[src/include/pmis_defines.svh]
// register offsets, field positions, reset values of the pci mailbox interrupt block
`ifndef PMIS_DEFINES_SVH
`define PMIS_DEFINES_SVH

// byte addresses on the register port
`define PMIS_OMB_BASE 7'h00
`define PMIS_IMB_BASE 7'h10
`define PMIS_MAILBOX_EMPTY_FULL_STATUS_ADDR 7'h34
`define PMIS_PCI_INTERRUPT_CONTROL_STATUS_ADDR 7'h38

// control/status field positions
`define PMIS_OUT_BYTE_LSB 0
`define PMIS_OUT_MB_LSB 2
`define PMIS_OUT_EN_BIT 4
`define PMIS_IN_BYTE_LSB 8
`define PMIS_IN_MB_LSB 10
`define PMIS_IN_EN_BIT 12
`define PMIS_OUT_IRQ_BIT 16
`define PMIS_IN_IRQ_BIT 17

// empty/full status layout
`define PMIS_IN_FULL_LSB 16
`define PMIS_OUT_EMPTY_LSB 0

// reset values
`define PMIS_OUT_EMPTY_RST 16'hffff
`define PMIS_IN_FULL_RST 16'h0000
`define PMIS_CFG_RST 5'h00

`endif

[src/include/pmis_pkg.sv]
// types shared by the pci mailbox interrupt block
package pmis_pkg;
    typedef logic [1:0] pmis_mbsel_t;
    typedef logic [1:0] pmis_bytesel_t;
    typedef logic [4:0] pmis_cfg_t;
    typedef logic [15:0] pmis_flags_t;
endpackage

[src/rtl/pmis_mailbox_irq.sv]
// pci side mailboxes, byte status and mailbox interrupt request
`timescale 1ns/10ps
`include "pmis_defines.svh"

// Summary of operation
// - indicators at bits 16 and 17, readable
// - status 31:16 flags full incoming bytes
// - status 15:0 flags empty outgoing bytes
// - host read of incoming byte clears full
// - writing one clears indicator, zero keeps
// - interrupt line held while request pending
// - enabled add-on read of chosen byte raises outgoing
// - enabled add-on write of chosen byte raises incoming
module pmis_mailbox_irq
    import pmis_pkg::*;
(
    // clock and reset
    input wire logic clk,
    input wire logic nrst,
    // host register port
    input wire logic regWr,
    input wire logic regRd,
    input wire logic [6:0] regAddr,
    input wire logic [3:0] regBe,
    input wire logic [31:0] regWdata,
    output logic [31:0] regRdata,
    output logic regRdValid,
    // add-on write of incoming mailboxes
    input wire logic aoWrStb,
    input wire logic [1:0] aoWrMb,
    input wire logic [3:0] aoWrBe,
    input wire logic [31:0] aoWrData,
    // add-on read of outgoing mailboxes
    input wire logic aoRdStb,
    input wire logic [1:0] aoRdMb,
    input wire logic [3:0] aoRdBe,
    output logic [31:0] aoRdData,
    // pci interrupt line
    output logic intaN
);
    logic [31:0] outMb_r [4];
    logic [31:0] inMb_r [4];
    pmis_flags_t outEmpty_r;
    pmis_flags_t inFull_r;
    pmis_cfg_t outCfg_r;
    pmis_cfg_t inCfg_r;
    logic [31:0] regRdata_r;
    logic regRdValid_r;
    logic [31:0] aoRdData_r;
    logic outIrq;
    logic inIrq;
    logic outEv;
    logic inEv;
    logic csrWr;
    logic outMbWr;
    logic inMbRd;
    pmis_mbsel_t hostMb;
    pmis_flags_t hostByteSel;
    pmis_flags_t aoWrSel;
    pmis_flags_t aoRdSel;
    logic [31:0] intcsrView;
    logic [31:0] mbefView;

    assign hostMb = regAddr[3:2];
    assign csrWr = regWr && (regAddr == `PMIS_PCI_INTERRUPT_CONTROL_STATUS_ADDR);
    assign outMbWr = regWr && (regAddr[6:4] == 3'(`PMIS_OMB_BASE >> 4));
    assign inMbRd = regRd && (regAddr[6:4] == 3'(`PMIS_IMB_BASE >> 4));

    // byte enable masks over the sixteen mailbox bytes, one bit per enabled byte
    genvar g;
    generate
        for (g = 0; g < 16; g++) begin : gSel
            assign hostByteSel[g] = (hostMb == pmis_mbsel_t'(g / 4)) && regBe[g % 4];
            assign aoWrSel[g] = aoWrStb && (aoWrMb == pmis_mbsel_t'(g / 4)) && aoWrBe[g % 4];
            assign aoRdSel[g] = aoRdStb && (aoRdMb == pmis_mbsel_t'(g / 4)) && aoRdBe[g % 4];
        end
    endgenerate

    // qualifying events for the two requests
    assign outEv = outCfg_r[`PMIS_OUT_EN_BIT] && aoRdSel[outCfg_r[3:0]];
    assign inEv = inCfg_r[`PMIS_IN_EN_BIT - 8] && aoWrSel[inCfg_r[3:0]];

    pmis_sticky_flag uOutFlag (
        .clk(clk),
        .nrst(nrst),
        .setEv(outEv),
        .clrEv(csrWr && regBe[2] && regWdata[`PMIS_OUT_IRQ_BIT]),
        .flag(outIrq)
    );

    pmis_sticky_flag uInFlag (
        .clk(clk),
        .nrst(nrst),
        .setEv(inEv),
        .clrEv(csrWr && regBe[2] && regWdata[`PMIS_IN_IRQ_BIT]),
        .flag(inIrq)
    );

    assign intaN = !(outIrq || inIrq);

    // interrupt configuration fields
    always_ff @(posedge clk or negedge nrst) begin
        if (!nrst) begin
            outCfg_r <= `PMIS_CFG_RST;
            inCfg_r <= `PMIS_CFG_RST;
        end else if (csrWr) begin
            if (regBe[0]) begin
                outCfg_r <= regWdata[4:0];
            end
            if (regBe[1]) begin
                inCfg_r <= regWdata[12:8];
            end
        end
    end

    // mailbox data
    always_ff @(posedge clk or negedge nrst) begin
        if (!nrst) begin
            for (int i = 0; i < 4; i++) begin
                outMb_r[i] <= 32'h0000_0000;
                inMb_r[i] <= 32'h0000_0000;
            end
        end else begin
            for (int b = 0; b < 4; b++) begin
                if (outMbWr && regBe[b]) begin
                    outMb_r[hostMb][8*b +: 8] <= regWdata[8*b +: 8];
                end
                if (aoWrStb && aoWrBe[b]) begin
                    inMb_r[aoWrMb][8*b +: 8] <= aoWrData[8*b +: 8];
                end
            end
        end
    end

    // byte status; hardware set wins over the clearing access
    always_ff @(posedge clk or negedge nrst) begin
        if (!nrst) begin
            outEmpty_r <= `PMIS_OUT_EMPTY_RST;
            inFull_r <= `PMIS_IN_FULL_RST;
        end else begin
            outEmpty_r <= aoRdSel | (outEmpty_r & ~(outMbWr ? hostByteSel : 16'h0000));
            inFull_r <= aoWrSel | (inFull_r & ~(inMbRd ? hostByteSel : 16'h0000));
        end
    end

    always_comb begin
        intcsrView = 32'h0000_0000;
        intcsrView[4:0] = outCfg_r;
        intcsrView[12:8] = inCfg_r;
        intcsrView[`PMIS_OUT_IRQ_BIT] = outIrq;
        intcsrView[`PMIS_IN_IRQ_BIT] = inIrq;
        mbefView = {inFull_r, outEmpty_r};
    end

    // host read data, one cycle after the read strobe
    always_ff @(posedge clk or negedge nrst) begin
        if (!nrst) begin
            regRdata_r <= 32'h0000_0000;
            regRdValid_r <= 1'b0;
        end else begin
            regRdValid_r <= regRd;
            if (regRd) begin
                if (regAddr == `PMIS_PCI_INTERRUPT_CONTROL_STATUS_ADDR) begin
                    regRdata_r <= intcsrView;
                end else if (regAddr == `PMIS_MAILBOX_EMPTY_FULL_STATUS_ADDR) begin
                    regRdata_r <= mbefView;
                end else if (regAddr[6:4] == 3'(`PMIS_OMB_BASE >> 4)) begin
                    regRdata_r <= outMb_r[hostMb];
                end else if (inMbRd) begin
                    regRdata_r <= inMb_r[hostMb];
                end else begin
                    // unmapped offsets read as zero
                    regRdata_r <= 32'h0000_0000;
                end
            end
        end
    end

    // add-on read data
    always_ff @(posedge clk or negedge nrst) begin
        if (!nrst) begin
            aoRdData_r <= 32'h0000_0000;
        end else if (aoRdStb) begin
            aoRdData_r <= outMb_r[aoRdMb];
        end
    end

    assign regRdata = regRdata_r;
    assign regRdValid = regRdValid_r;
    assign aoRdData = aoRdData_r;

    // checks
    logic outClr;
    assign outClr = csrWr && regBe[2] && regWdata[`PMIS_OUT_IRQ_BIT];

    // the line may only be released in the cycle after a write-one clear
    chk_line_release: assert property (@(posedge clk) disable iff (!nrst)
        $rose(intaN) |-> $past(csrWr && regBe[2]
        && (regWdata[`PMIS_OUT_IRQ_BIT] || regWdata[`PMIS_IN_IRQ_BIT])))
        else $error("interrupt line released without clear");
    chk_out_raise: assert property (@(posedge clk) disable iff (!nrst)
        outEv |=> outIrq && !intaN) else $error("outgoing request not raised");
    chk_in_raise: assert property (@(posedge clk) disable iff (!nrst)
        inEv |=> inIrq && !intaN) else $error("incoming request not raised");
    chk_w1c_clear: assert property (@(posedge clk) disable iff (!nrst)
        outClr && !outEv |=> !outIrq) else $error("write one did not clear");
    chk_w0_keep: assert property (@(posedge clk) disable iff (!nrst)
        inIrq && csrWr && !regWdata[`PMIS_IN_IRQ_BIT] |=> inIrq)
        else $error("write zero changed request");
    chk_irq_hold: assert property (@(posedge clk) disable iff (!nrst)
        outIrq && !outClr |=> outIrq)
        else $error("request dropped without clear");
    chk_rd_clear: assert property (@(posedge clk) disable iff (!nrst)
        inMbRd && regBe[0] && !(aoWrStb && aoWrMb == hostMb) |=> !inFull_r[{$past(hostMb), 2'b00}])
        else $error("incoming read did not clear full");
    chk_full_set: assert property (@(posedge clk) disable iff (!nrst)
        aoWrStb && aoWrBe[3] |=> mbefView[16 + 4 * $past(aoWrMb) + 3])
        else $error("full flag not reported");
    chk_empty_set: assert property (@(posedge clk) disable iff (!nrst)
        aoRdStb && aoRdBe[2] |=> outEmpty_r[{$past(aoRdMb), 2'b10}])
        else $error("empty flag not set");
    chk_csr_read: assert property (@(posedge clk) disable iff (!nrst)
        regRd && regAddr == `PMIS_PCI_INTERRUPT_CONTROL_STATUS_ADDR |=> regRdValid
        && regRdata[17:16] == {$past(inIrq), $past(outIrq)}) else $error("indicator read wrong");

    cov_out_irq: cover property (@(posedge clk) disable iff (!nrst) outEv ##[1:20] outClr);
    cov_in_irq: cover property (@(posedge clk) disable iff (!nrst) inEv ##[1:20] inMbRd);
    cov_set_clr: cover property (@(posedge clk) disable iff (!nrst) outEv && outClr);
    cov_both: cover property (@(posedge clk) disable iff (!nrst) outIrq && inIrq);
endmodule

[src/rtl/pmis_sticky_flag.sv]
// sticky event flag, set wins over clear
`timescale 1ns/10ps
module pmis_sticky_flag
    import pmis_pkg::*;
(
    // clock and reset
    input wire logic clk,
    input wire logic nrst,
    // event and clear
    input wire logic setEv,
    input wire logic clrEv,
    // state
    output logic flag
);
    logic flag_r;

    // an event landing on the clear cycle must not be lost
    always_ff @(posedge clk or negedge nrst) begin
        if (!nrst) begin
            flag_r <= 1'b0;
        end else if (setEv) begin
            flag_r <= 1'b1;
        end else if (clrEv) begin
            flag_r <= 1'b0;
        end
    end

    assign flag = flag_r;
endmodule

[config.mk]
export PLATFORM = sky130hd
export DESIGN_NAME = pmis_mailbox_irq
export DESIGN_NICKNAME = d
export VERILOG_FILES = /design/src/include/pmis_pkg.sv /design/src/rtl/pmis_mailbox_irq.sv /design/src/rtl/pmis_sticky_flag.sv
export VERILOG_INCLUDE_DIRS = /design/src /design/src/include
export SDC_FILE = /design/constraint.sdc
export NUM_CORES = 1
export LEC_CHECK = 0
export BUFFER_PORTS_ARGS = -buffer_cell sky130_fd_sc_hd__buf_4
export CORE_ASPECT_RATIO = 1.1
export CORE_UTILIZATION = 45
export CTS_CLUSTER_SIZE = 28
export DETAILED_ROUTE_END_ITERATION = 8
export PLACE_DENSITY = 0.73
export SKIP_LAST_GASP = 1
export SYNTH_ARGS = -nofsm -noshare
export SYNTH_HDL_FRONTEND = slang
export SYNTH_HIERARCHICAL = 1
export SYNTH_SLANG_ARGS = --single-unit
[constraint.sdc]
create_clock -name clk -period 2.77 [get_ports clk]
set_clock_uncertainty 0.15 [all_clocks]
set_input_delay 0.554 -clock clk [delete_from_list [all_inputs] [get_ports clk]]
set_output_delay 0.554 -clock clk [all_outputs]
set_load 0.005 [all_outputs]
==> After elaboration in Yosys (flattened, before gate mapping) <==
Index checks and enable logic that the tools add are counted.
{ "classes": {"n_reduce_logical": 84, "n_div": 0, "n_mul": 0, "n_eq_ne": 12, "n_lt_le_gt_ge": 7, "muxes": 55, "n_bitwise": 9, "addsub": 0, "shift": 0} }
{ "op_table": {"columns": ["cell", "n"], "rows": [
  ["$bwmux 128", 8],
  ["$mux 128", 8],
  ["$demux 32 s2", 8],
  ["$mux 32", 12],
  ["$bmux 32 s2", 3],
  ["$logic_and 1x1->1", 74],
  ["$mux 16", 4],
  ["$mux 24", 2],
  ["$and 16x16->16", 2],
  ["$not 16->16", 2],
  ["$or 16x16->16", 2],
  ["$mux 8", 2],
  ["$eq 7x6->1 const B", 2],
  ["$eq 2x2->1 const B", 6],
  ["$lt 4x5->1 const B", 2],
  ["$ge 3x3->1 const B", 3],
  ["$not 2->3", 3],
  ["$bmux 1 s4", 2],
  ["$eq 2x1->1 const B", 3],
  ["$logic_not 2->1", 3],
  ["$lt 3x1->1 const B", 2],
  ["$mux 1", 6],
  ["$reduce_and 2->1", 2],
  ["$reduce_bool 2->1", 2],
  ["other kinds (4)", 4]
]} }
{ "totals": {"memories": 0, "mem_bits_rw": 0, "in_bits": 93, "rom_bits": 0, "word_cells": 184, "reg_bits": 365, "latchBits": 0, "out_inout_bits": 66} }

==> Longest topological paths before layout <==
Gate-level depths: netlist of the first run.
{ "logic_depth": {"word_depth": 13, "mapped_depth": 8, "mapped_depth_nobuf": 5} }

==> By module <==
The synthesis of the first run kept the hierarchy.
{ "by_module_without_submodules": {"columns": ["module", "area_per_inst_um2", "seq_area_each_um2", "cells_each", "instances"], "rows": [
  ["pmis_mailbox_irq", 17161.5, 9103.7, 1218, 1],
  ["pmis_sticky_flag", 36.3, 25.0, 3, 2]
]} }

==> Worst setup path after synthesis of the first run <==
OpenSTA, ideal clock, no wires.
{ "synth_timing": {"path_type": "input port to flip-flop", "from": "in regAddr[2]", "to": "reg outMb_r[40] (netlist name)", "path_slack_ns": 0.554, "setup_ns": 0.125, "n_path_buf": 2, "required_time_ns": 2.495, "arrival_ns": 1.941, "stages": 6, "cell_sequence": "buf_2 > buf_4 > nor2b_2 > nand2_1 > nor2_2 > mux2_2"} }
{ "synth_via": {"elab_chain_len": 11, "elab_cells_between_ends": 17, "cone_classes": "2 x order compare; 13 x mux; 1 x bitwise; 1 x reduce/logical"} }
{ "synth_rtl": {"columns": ["item", "line_no", "source"], "rows": [
  ["from (decl)", "pmis_mailbox_irq.sv:23", "input wire logic [6:0] regAddr,"],
  ["$not 2->3 (not written as such) *", "pmis_mailbox_irq.sv:126", "outMb_r[hostMb][8*b +: 8] <= regWdata[8*b +: 8];"],
  ["$ge 3x3->1 (not written as such) or $lt 3x1->1 (tied branches)", "pmis_mailbox_irq.sv:126", null],
  ["$logic_and 1x1->1 (not written as such)", "pmis_mailbox_irq.sv:126", null],
  ["$mux 16 (not written as such)", "pmis_mailbox_irq.sv:126", null],
  ["$demux 32 s2", "pmis_mailbox_irq.sv:126", null],
  ["$bwmux 128", "pmis_mailbox_irq.sv:126", null],
  ["$mux 128", "pmis_mailbox_irq.sv:125", "if (outMbWr && regBe[b]) begin"],
  ["$bwmux 128", "pmis_mailbox_irq.sv:126", null],
  ["$mux 128", "pmis_mailbox_irq.sv:125", null],
  ["$bwmux 128", "pmis_mailbox_irq.sv:126", null],
  ["$mux 128 *", "pmis_mailbox_irq.sv:125", null],
  ["to (signal, indexed assignment)", "pmis_mailbox_irq.sv:126", null],
  ["to (decl)", "pmis_mailbox_irq.sv:41", "logic [31:0] outMb_r [4];"]
]} }
Mark *: on every way between the ends. The rest lies on a longest branch, timed or not.
A chain may end at the register's enable or synchronous reset.

==> Worst setup path in the final report of the first run <==
{ "layout_timing": {"from": "in regAddr[2]", "to": "reg regRdata_r[16], in the netlist regRdata[16]"} }
{ "layout_via": {"elab_chain_len": 8, "elab_cells_between_ends": 13, "cone_classes": "2 x eq/ne; 10 x mux; 1 x bitwise"} }
{ "layout_rtl": {"columns": ["item", "line_no", "source"], "rows": [
  ["$not 2->3 (not written as such)", "pmis_mailbox_irq.sv:168, pmis_mailbox_irq.sv:170", null],
  ["$bmux 32 s2", "pmis_mailbox_irq.sv:170", "regRdata_r <= inMb_r[hostMb];"],
  ["$mux 32 (not written as such) (2 in series)", "pmis_mailbox_irq.sv:170", null],
  ["$mux 32", "pmis_mailbox_irq.sv:169", "end else if (inMbRd) begin"],
  ["$mux 32", "pmis_mailbox_irq.sv:167", "end else if (regAddr[6:4] == 3'(`PMIS_OMB_BASE >> 4)) begin"],
  ["$mux 32", "pmis_mailbox_irq.sv:165", "end else if (regAddr == `PMIS_MAILBOX_EMPTY_FULL_STATUS_ADDR) begin"],
  ["$mux 32 *", "pmis_mailbox_irq.sv:163", "if (regAddr == `PMIS_PCI_INTERRUPT_CONTROL_STATUS_ADDR) begin"],
  ["to (signal assigned)", "pmis_mailbox_irq.sv:164", "regRdata_r <= intcsrView;"],
  ["to (signal assigned)", "pmis_mailbox_irq.sv:166", "regRdata_r <= mbefView;"],
  ["to (signal assigned)", "pmis_mailbox_irq.sv:168", "regRdata_r <= outMb_r[hostMb];"],
  ["to (decl)", "pmis_mailbox_irq.sv:47", "logic [31:0] regRdata_r;"]
]} }
Mark *: on every way between the ends. The rest lies on a longest branch, timed or not. The select of a mux whose other input is x is not followed.

==> results.tsv, run 1 <==
metric	value	unit
start_kind	input port	
drive_gt1_frac	0.477	
fmax	451	MHz
critPathMaxStageDelay	0.98	ns
final_antenna_net_count	0	
coreArea	37400	um2
portBuffers	158	
fin_crit_sh	0.800	
cts_tree	built	
critical_path_buf_inv_count	1	
overflow	0	
place_area	19200	um2
required	3.06	ns
whs	0.107	ns
vias	11400	
final_area	20500	um2
path_delay_family	simple AND/OR/NAND/NOR gates	
cts_resized	0	
clockBufferDepth	3	
setup_violations	0	
hold_path.class	in -> reg	
final_common_cell	dfrtp_1	
ys_seq_area_frac	0.531	
setup_slack	0.553	ns
syn_nets	1317	
layout_min_cycle_time	2.22	ns
met3WireLength	3.21	mm
power_leakage	0.00907	uW
cp_cell_sequence	buf_4 -> or4b_2 -> o22ai_1 -> a211oi_1 -> o221ai_1	
maxCapViolCount	0	
powerDensity	699	nW/um2
arrival	2.51	ns
multi_input_area	7660	um2
final_nets	1483	
dieHeight	207	um
clkTransAtPathRegs	0.06	ns
syn_inst	1224	
place_congestion	0.903	
cts_buffers	38	
outcome	finished clean	
slew_violations	0	
rsz0062_at_grt	no	
highest_layer	met4	
layout_common_cells	dfrtp_1, mux2_2, buf_4	
grt_pass1_wl	71.2	mm
worst_pin_slew	1.11	ns
synthArstFlopShare	1.00	
ys_types	52	
grt_pass1_vias	11700	
insertion_delay	0.54	ns
cts_sinks	365	
pre_cts_slack	0.0693	ns
cts_setup_buffers	0	
synth_edf_count	0	
drtIter0Drc	897	
via_per_inst	5.98	
vdd_ir_drop_max	0.000468	V
start_util	0.461	
grt_max_degree	94	
dieArea	39100	um2
cp-end-kind	flip-flop	
synth_seq_cells	365	
criticalPathCategory	in -> reg	
cts_root_buffer	clkbuf_16	
syn_to_final_growth	18.7	%
yosysWarnings	6	
wl_per_cell	23.7	um
die_w	189	um
synth_area	17200	um2
finalWirelength	45.3	mm
drc_errors	0	
cp_max_fo	19	
cts-htree-levels	2	
grt_usage	0.236	
hpwl	31.7	mm
nFillCells	3087	
hold_viol	0	
firstDrtPassIters	7	
max_slew_margin	0.259	
avgSynthCellArea	14.1	um2
io_pins	159	
dr_wl_met2	21.3	mm
cp_slowest_cell	or4b_2	
num_rows	74	
antenna_found_initial	1	
wl_met1	19.6	mm
ff_latch_area	9150	um2
timing.setup.tns	0	ns
synthFlopType	dfrtp_1	
stage by stage:
stage	power, uW	cells	util
2_1_floorplan	8080	1224	-
3_5_place_dp	9090	1843	0.512
6_report	14300	1911	0.547
3_3_place_gp	8960	1843	0.512
5_1_grt	14900	1911	0.547
4_1_cts	14400	1910	0.547
cell usage after synthesis, drive strengths merged, types with 2 or more instances:
master,count,area (um2)
dfrtp,349,8730
xor2,2,17.5
nand4b,2,17.5
clkbuf,46,173
a22o,12,105
a21oi,2,10.0
a21o,5,37.5
inv,31,116
a22oi,13,97.6
o21a,32,240
nand2,56,210
mux2,298,3360
a31oi,3,18.8
nor3b,4,41.3
nand3,22,135
nor2,44,220
nand2b,4,25.0
and3,3,18.8
nor2b,6,40.0
a221oi,15,131
dfstp,16,420
o21ai,34,170
mux2i,39,390
o22ai,27,169
mux4,79,1780
buf,30,146
a211oi,19,143
nor4b,2,17.5
or4b,2,23.8
o221ai,9,78.8
and2,3,18.8
nor3,7,61.3
routing by layer:
metal | vias to the layer above | track usage
met1 | 5974 | 0.345
met4 | 0 | 0.0731
li1 | 4940 | -
met5 | - | 0
met2 | 447 | 0.360
met3 | 75 | 0.0401
cell families after synthesis:
kind of cell           Yosys count  synth area share
XOR/XNOR                         2           0.00102
AO/OA/AOI/OAI                  173            0.0708
AND/OR/NAND/NOR                161            0.0512
multiplexers                   416             0.321
flip-flops                     365             0.531
buffers and inverters          107            0.0253
layout make-up:
type / count / share of cell area
antenna: 1 / 0.000122
clock buffer: 57 / 0.0556
clock inverter: 9 / 0.00734
inverter: 31 / 0.00569
multi-input combinational: 752 / 0.375
sequential: 365 / 0.448
tap: 494 / 0.0302
timing repair buffer: 202 / 0.0789
flip-flops by register name, summed over array words and instances (netlist names):
register	flops
inCfg_r	5
uOutFlag/flag	1
uInFlag/flag	1
outMb_r	128
inFull_r	16
aoRdData	32
regRdValid	1
inMb_r	128
outCfg_r	5
outEmpty_r	16
regRdata	32
worst min-delay path: cells and delay by family:
kind          cells  cell delay (ns)
simple gates      2             0.11
buf+inv           1             0.13
final timing paths:
path / startpoint / to / slack, ns / depth (start not counted)
min: aoRdBe[0] / outEmpty_r[12] / 0.11 / 3
max reg2reg: inCfg_r[1] / uInFlag/flag / 0.73 / 5
min in group asynchronous: nrst / aoRdData[10] / 0.37 / 2
min reg2reg: outEmpty_r[15] / outEmpty_r[15] / 0.33 / 2
max in group asynchronous: nrst / outMb_r[28] / 1.24 / 3
max: regAddr[2] / regRdata[16] / 0.55 / 5
power by group:
part,internal (uW),switching [uW],leakage (uW)
sequential,6200,509,0.00459
combinational,1340,953,0.00386
clock,3200,2080,0.000623
total,10700,3540,0.00907
what timing repair did:
| item | in CTS | in global routing |
|---|---|---|
| hold buffers | 1 | 0 |
| endpoints found under the hold margin | 32 | 0 |
| endpoints found under the setup margin | 0 | 0 |
Power figures use the tool's default switching activity.
==> run 2: changes to the inputs <==
==> constraint.sdc (replaced) <==
create_clock -name clk -period 2.15 [get_ports clk]
set_clock_uncertainty 0.15 [all_clocks]
set_input_delay 0.43 -clock clk [delete_from_list [all_inputs] [get_ports clk]]
set_output_delay 0.43 -clock clk [all_outputs]
set_load 0.005 [all_outputs]
==> run 2 against run 1 <==
Setup slack got worse by 0.37 ns; flip-flop and latch count is the same; first-iteration DRC count shrank 21%; worst hold slack got worse by 0.093 ns; clock power rose by 18%; highest routed layer unchanged.
==> results.tsv, run 2 (synthesis results as in run 1) <==
metric	value	unit	change
cts_root_buffer	clkbuf_16		
criticalPathCategory	reg -> out		
fmax	509	MHz	
n_antenna_cell	0		-1
arrival	1.39	ns	-1.12 ns
hpwl	33.1	mm	+4.3%
intPower	13300	uW	+24%
max_slew_margin	0.299		+0.0402
switching_share	0.258		+0.0102
cts_buffers	38		unchanged
grt_pass1_vias	12100		+3.5%
finish.utilization	0.572		+0.0248
drc_errors	0		unchanged
rsz0062_at_grt	no		
grt_usage	0.241		+0.00478
cts_setup_buffers	0		unchanged
clkTransAtPathRegs	0.06	ns	about the same
grt_pass1_wl	72.4	mm	+1.6%
power.switching	4630	uW	+31%
finalPower	18000	uW	+26%
worst_pin_slew	1.05	ns	-0.0601 ns
comb_power_share	0.172		+0.012
vias	11700		+2.0%
drtIter0Drc	708		-21%
cp_slowest_cell	dfrtp_1		
hold_path.class	in -> reg		
required	1.57	ns	-1.49 ns
insertion_delay	0.54	ns	about the same
firstDrtPassIters	5		-2
coreArea	37400	um2	unchanged
hold_viol	0		unchanged
cp_max_fo	3		-16
dieHeight	207	um	unchanged
layout_common_cells	dfrtp_1, mux2_2, buf_4		
outcome	finished clean		
cts-htree-levels	2		unchanged
clock_power_share	0.346		-0.024
finalWirelength	46.2	mm	+2.0%
vdd_ir_drop_max	0.000514	V	+9.7%
start_kind	flip-flop		
place_congestion	0.871		-3.5%
io_pins	159		unchanged
largest_registers	inMb_r x128, outMb_r x128		
clockBufferDepth	3		unchanged
start_util	0.461		unchanged
whs	0.0143	ns	-0.0929 ns
cp_cell_sequence	nor2_1 -> buf_4		
nFillCells	3046		-1.3%
grt_max_degree	78		-17%
powerDensity	840	nW/um2	+20%
ff_latch_area	9150	um2	unchanged
maxCapViolCount	0		unchanged
die_w	189	um	unchanged
final_nets	1563		+5.4%
setup_slack	0.185	ns	-0.368 ns
portBuffers	158		unchanged
via_per_inst	5.86		-2.0%
cp-end-kind	output port		
drive_gt1_frac	0.486		+0.00927
slew_violations	0		unchanged
final_antenna_net_count	0		unchanged
cts_sinks	365		unchanged
wl_per_cell	23.2	um	-2.0%
pwr-share-seq	0.482		+0.012
layout_min_cycle_time	1.97	ns	
overflow	0		unchanged
multi_input_area	7660	um2	unchanged
cts_tree	built		
syn_to_final_growth	24.0	%	
dieArea	39100	um2	unchanged
num_rows	74		unchanged
power_leakage	0.00952	uW	+4.9%
antenna_found_initial	0		-1
fin_crit_sh	0.914		
critPathMaxStageDelay	0.40	ns	-0.58 ns
pre_cts_slack	-0.195	ns	-0.264 ns
final_common_cell	dfrtp_1		
setup_violations	0		unchanged
-- run 2: changes by cell type in the layout (fill, tap and decap cells not counted), sizes merged --
cell | before | now
clkinv | 3 | 7
buf | 201 | 255
clkbuf | 57 | 56
bufinv | 4 | 0
dlygate4sd3 | 1 | 27
inv | 31 | 32
diode | 1 | 0
-- run 2: worst max-delay path, delay by kind of cell, from the launching register on --
family | cells | cell delay, ns
buffers and inverters | 1 | 0.18
DFF | 1 | 0.40
and+or+nand+nor | 1 | 0.28
-- run 2: per-stage QoR --
step / instances / area [um2] / setup TNS, ns
final: 1990 / 21400 / 0
after global routing: 1990 / 21400 / 0
after CTS: 1990 / 21400 / 0
after detailed placement: 1897 / 20000 / -5.31
after global placement: 1897 / 20000 / -3.66
after floorplan: 1224 / 17200 / 0
-- run 2: final timing paths --
| check | from | to | slack (ns) | cells after the start |
|---|---|---|---|---|
| worst min-delay path | aoWrData[4] | inMb_r[36] | 0.01 | 2 |
| max in group asynchronous | nrst | outEmpty_r[4] | 0.86 | 3 |
| worst max register to register | inCfg_r[1] | uInFlag/flag | 0.25 | 5 |
| worst min register to register | outEmpty_r[14] | outEmpty_r[14] | 0.33 | 2 |
| worst max-delay path | uInFlag/flag | intaN | 0.18 | 2 |
| min in group asynchronous | nrst | aoRdData[7] | 0.26 | 2 |
-- run 2: power groups by stage --
| stage | sequential, uW | clock [uW] | combinational (uW) |
|---|---|---|---|
| 3_3_place_gp | 8680 | 0 | 2960 |
| 2_1_floorplan | 8530 | 0 | 1870 |
| 6_report | 8650 | 6220 | 3090 |
| 3_5_place_dp | 8750 | 0 | 3050 |
| 4_1_cts | 8640 | 6300 | 3110 |
| 5_1_grt | 8780 | 6600 | 3320 |
-- run 2: layout make-up --
cell class,instances,share of cell area
Sequential cell,365,0.428
Multi-Input combinational cell,752,0.358
Timing Repair Buffer,282,0.125
Clock buffer,56,0.0505
Tap cell,494,0.0289
Inverter,31,0.00544
Clock inverter,10,0.00328
-- run 2: routing by layer --
metal	vias up	wire length, um	global-route usage
li1	5106	-	-
met1	6107	20100	0.339
met2	383	22000	0.379
met3	70	2950	0.0468
met4	0	1170	0.0731
met5	-	0	0
-- run 2: repair_timing --
action | 4_1_cts | 5_1_grt
endpoints found under the hold margin | 95 | 0
hold buffers | 27 | 0
resized for setup | 0 | 0
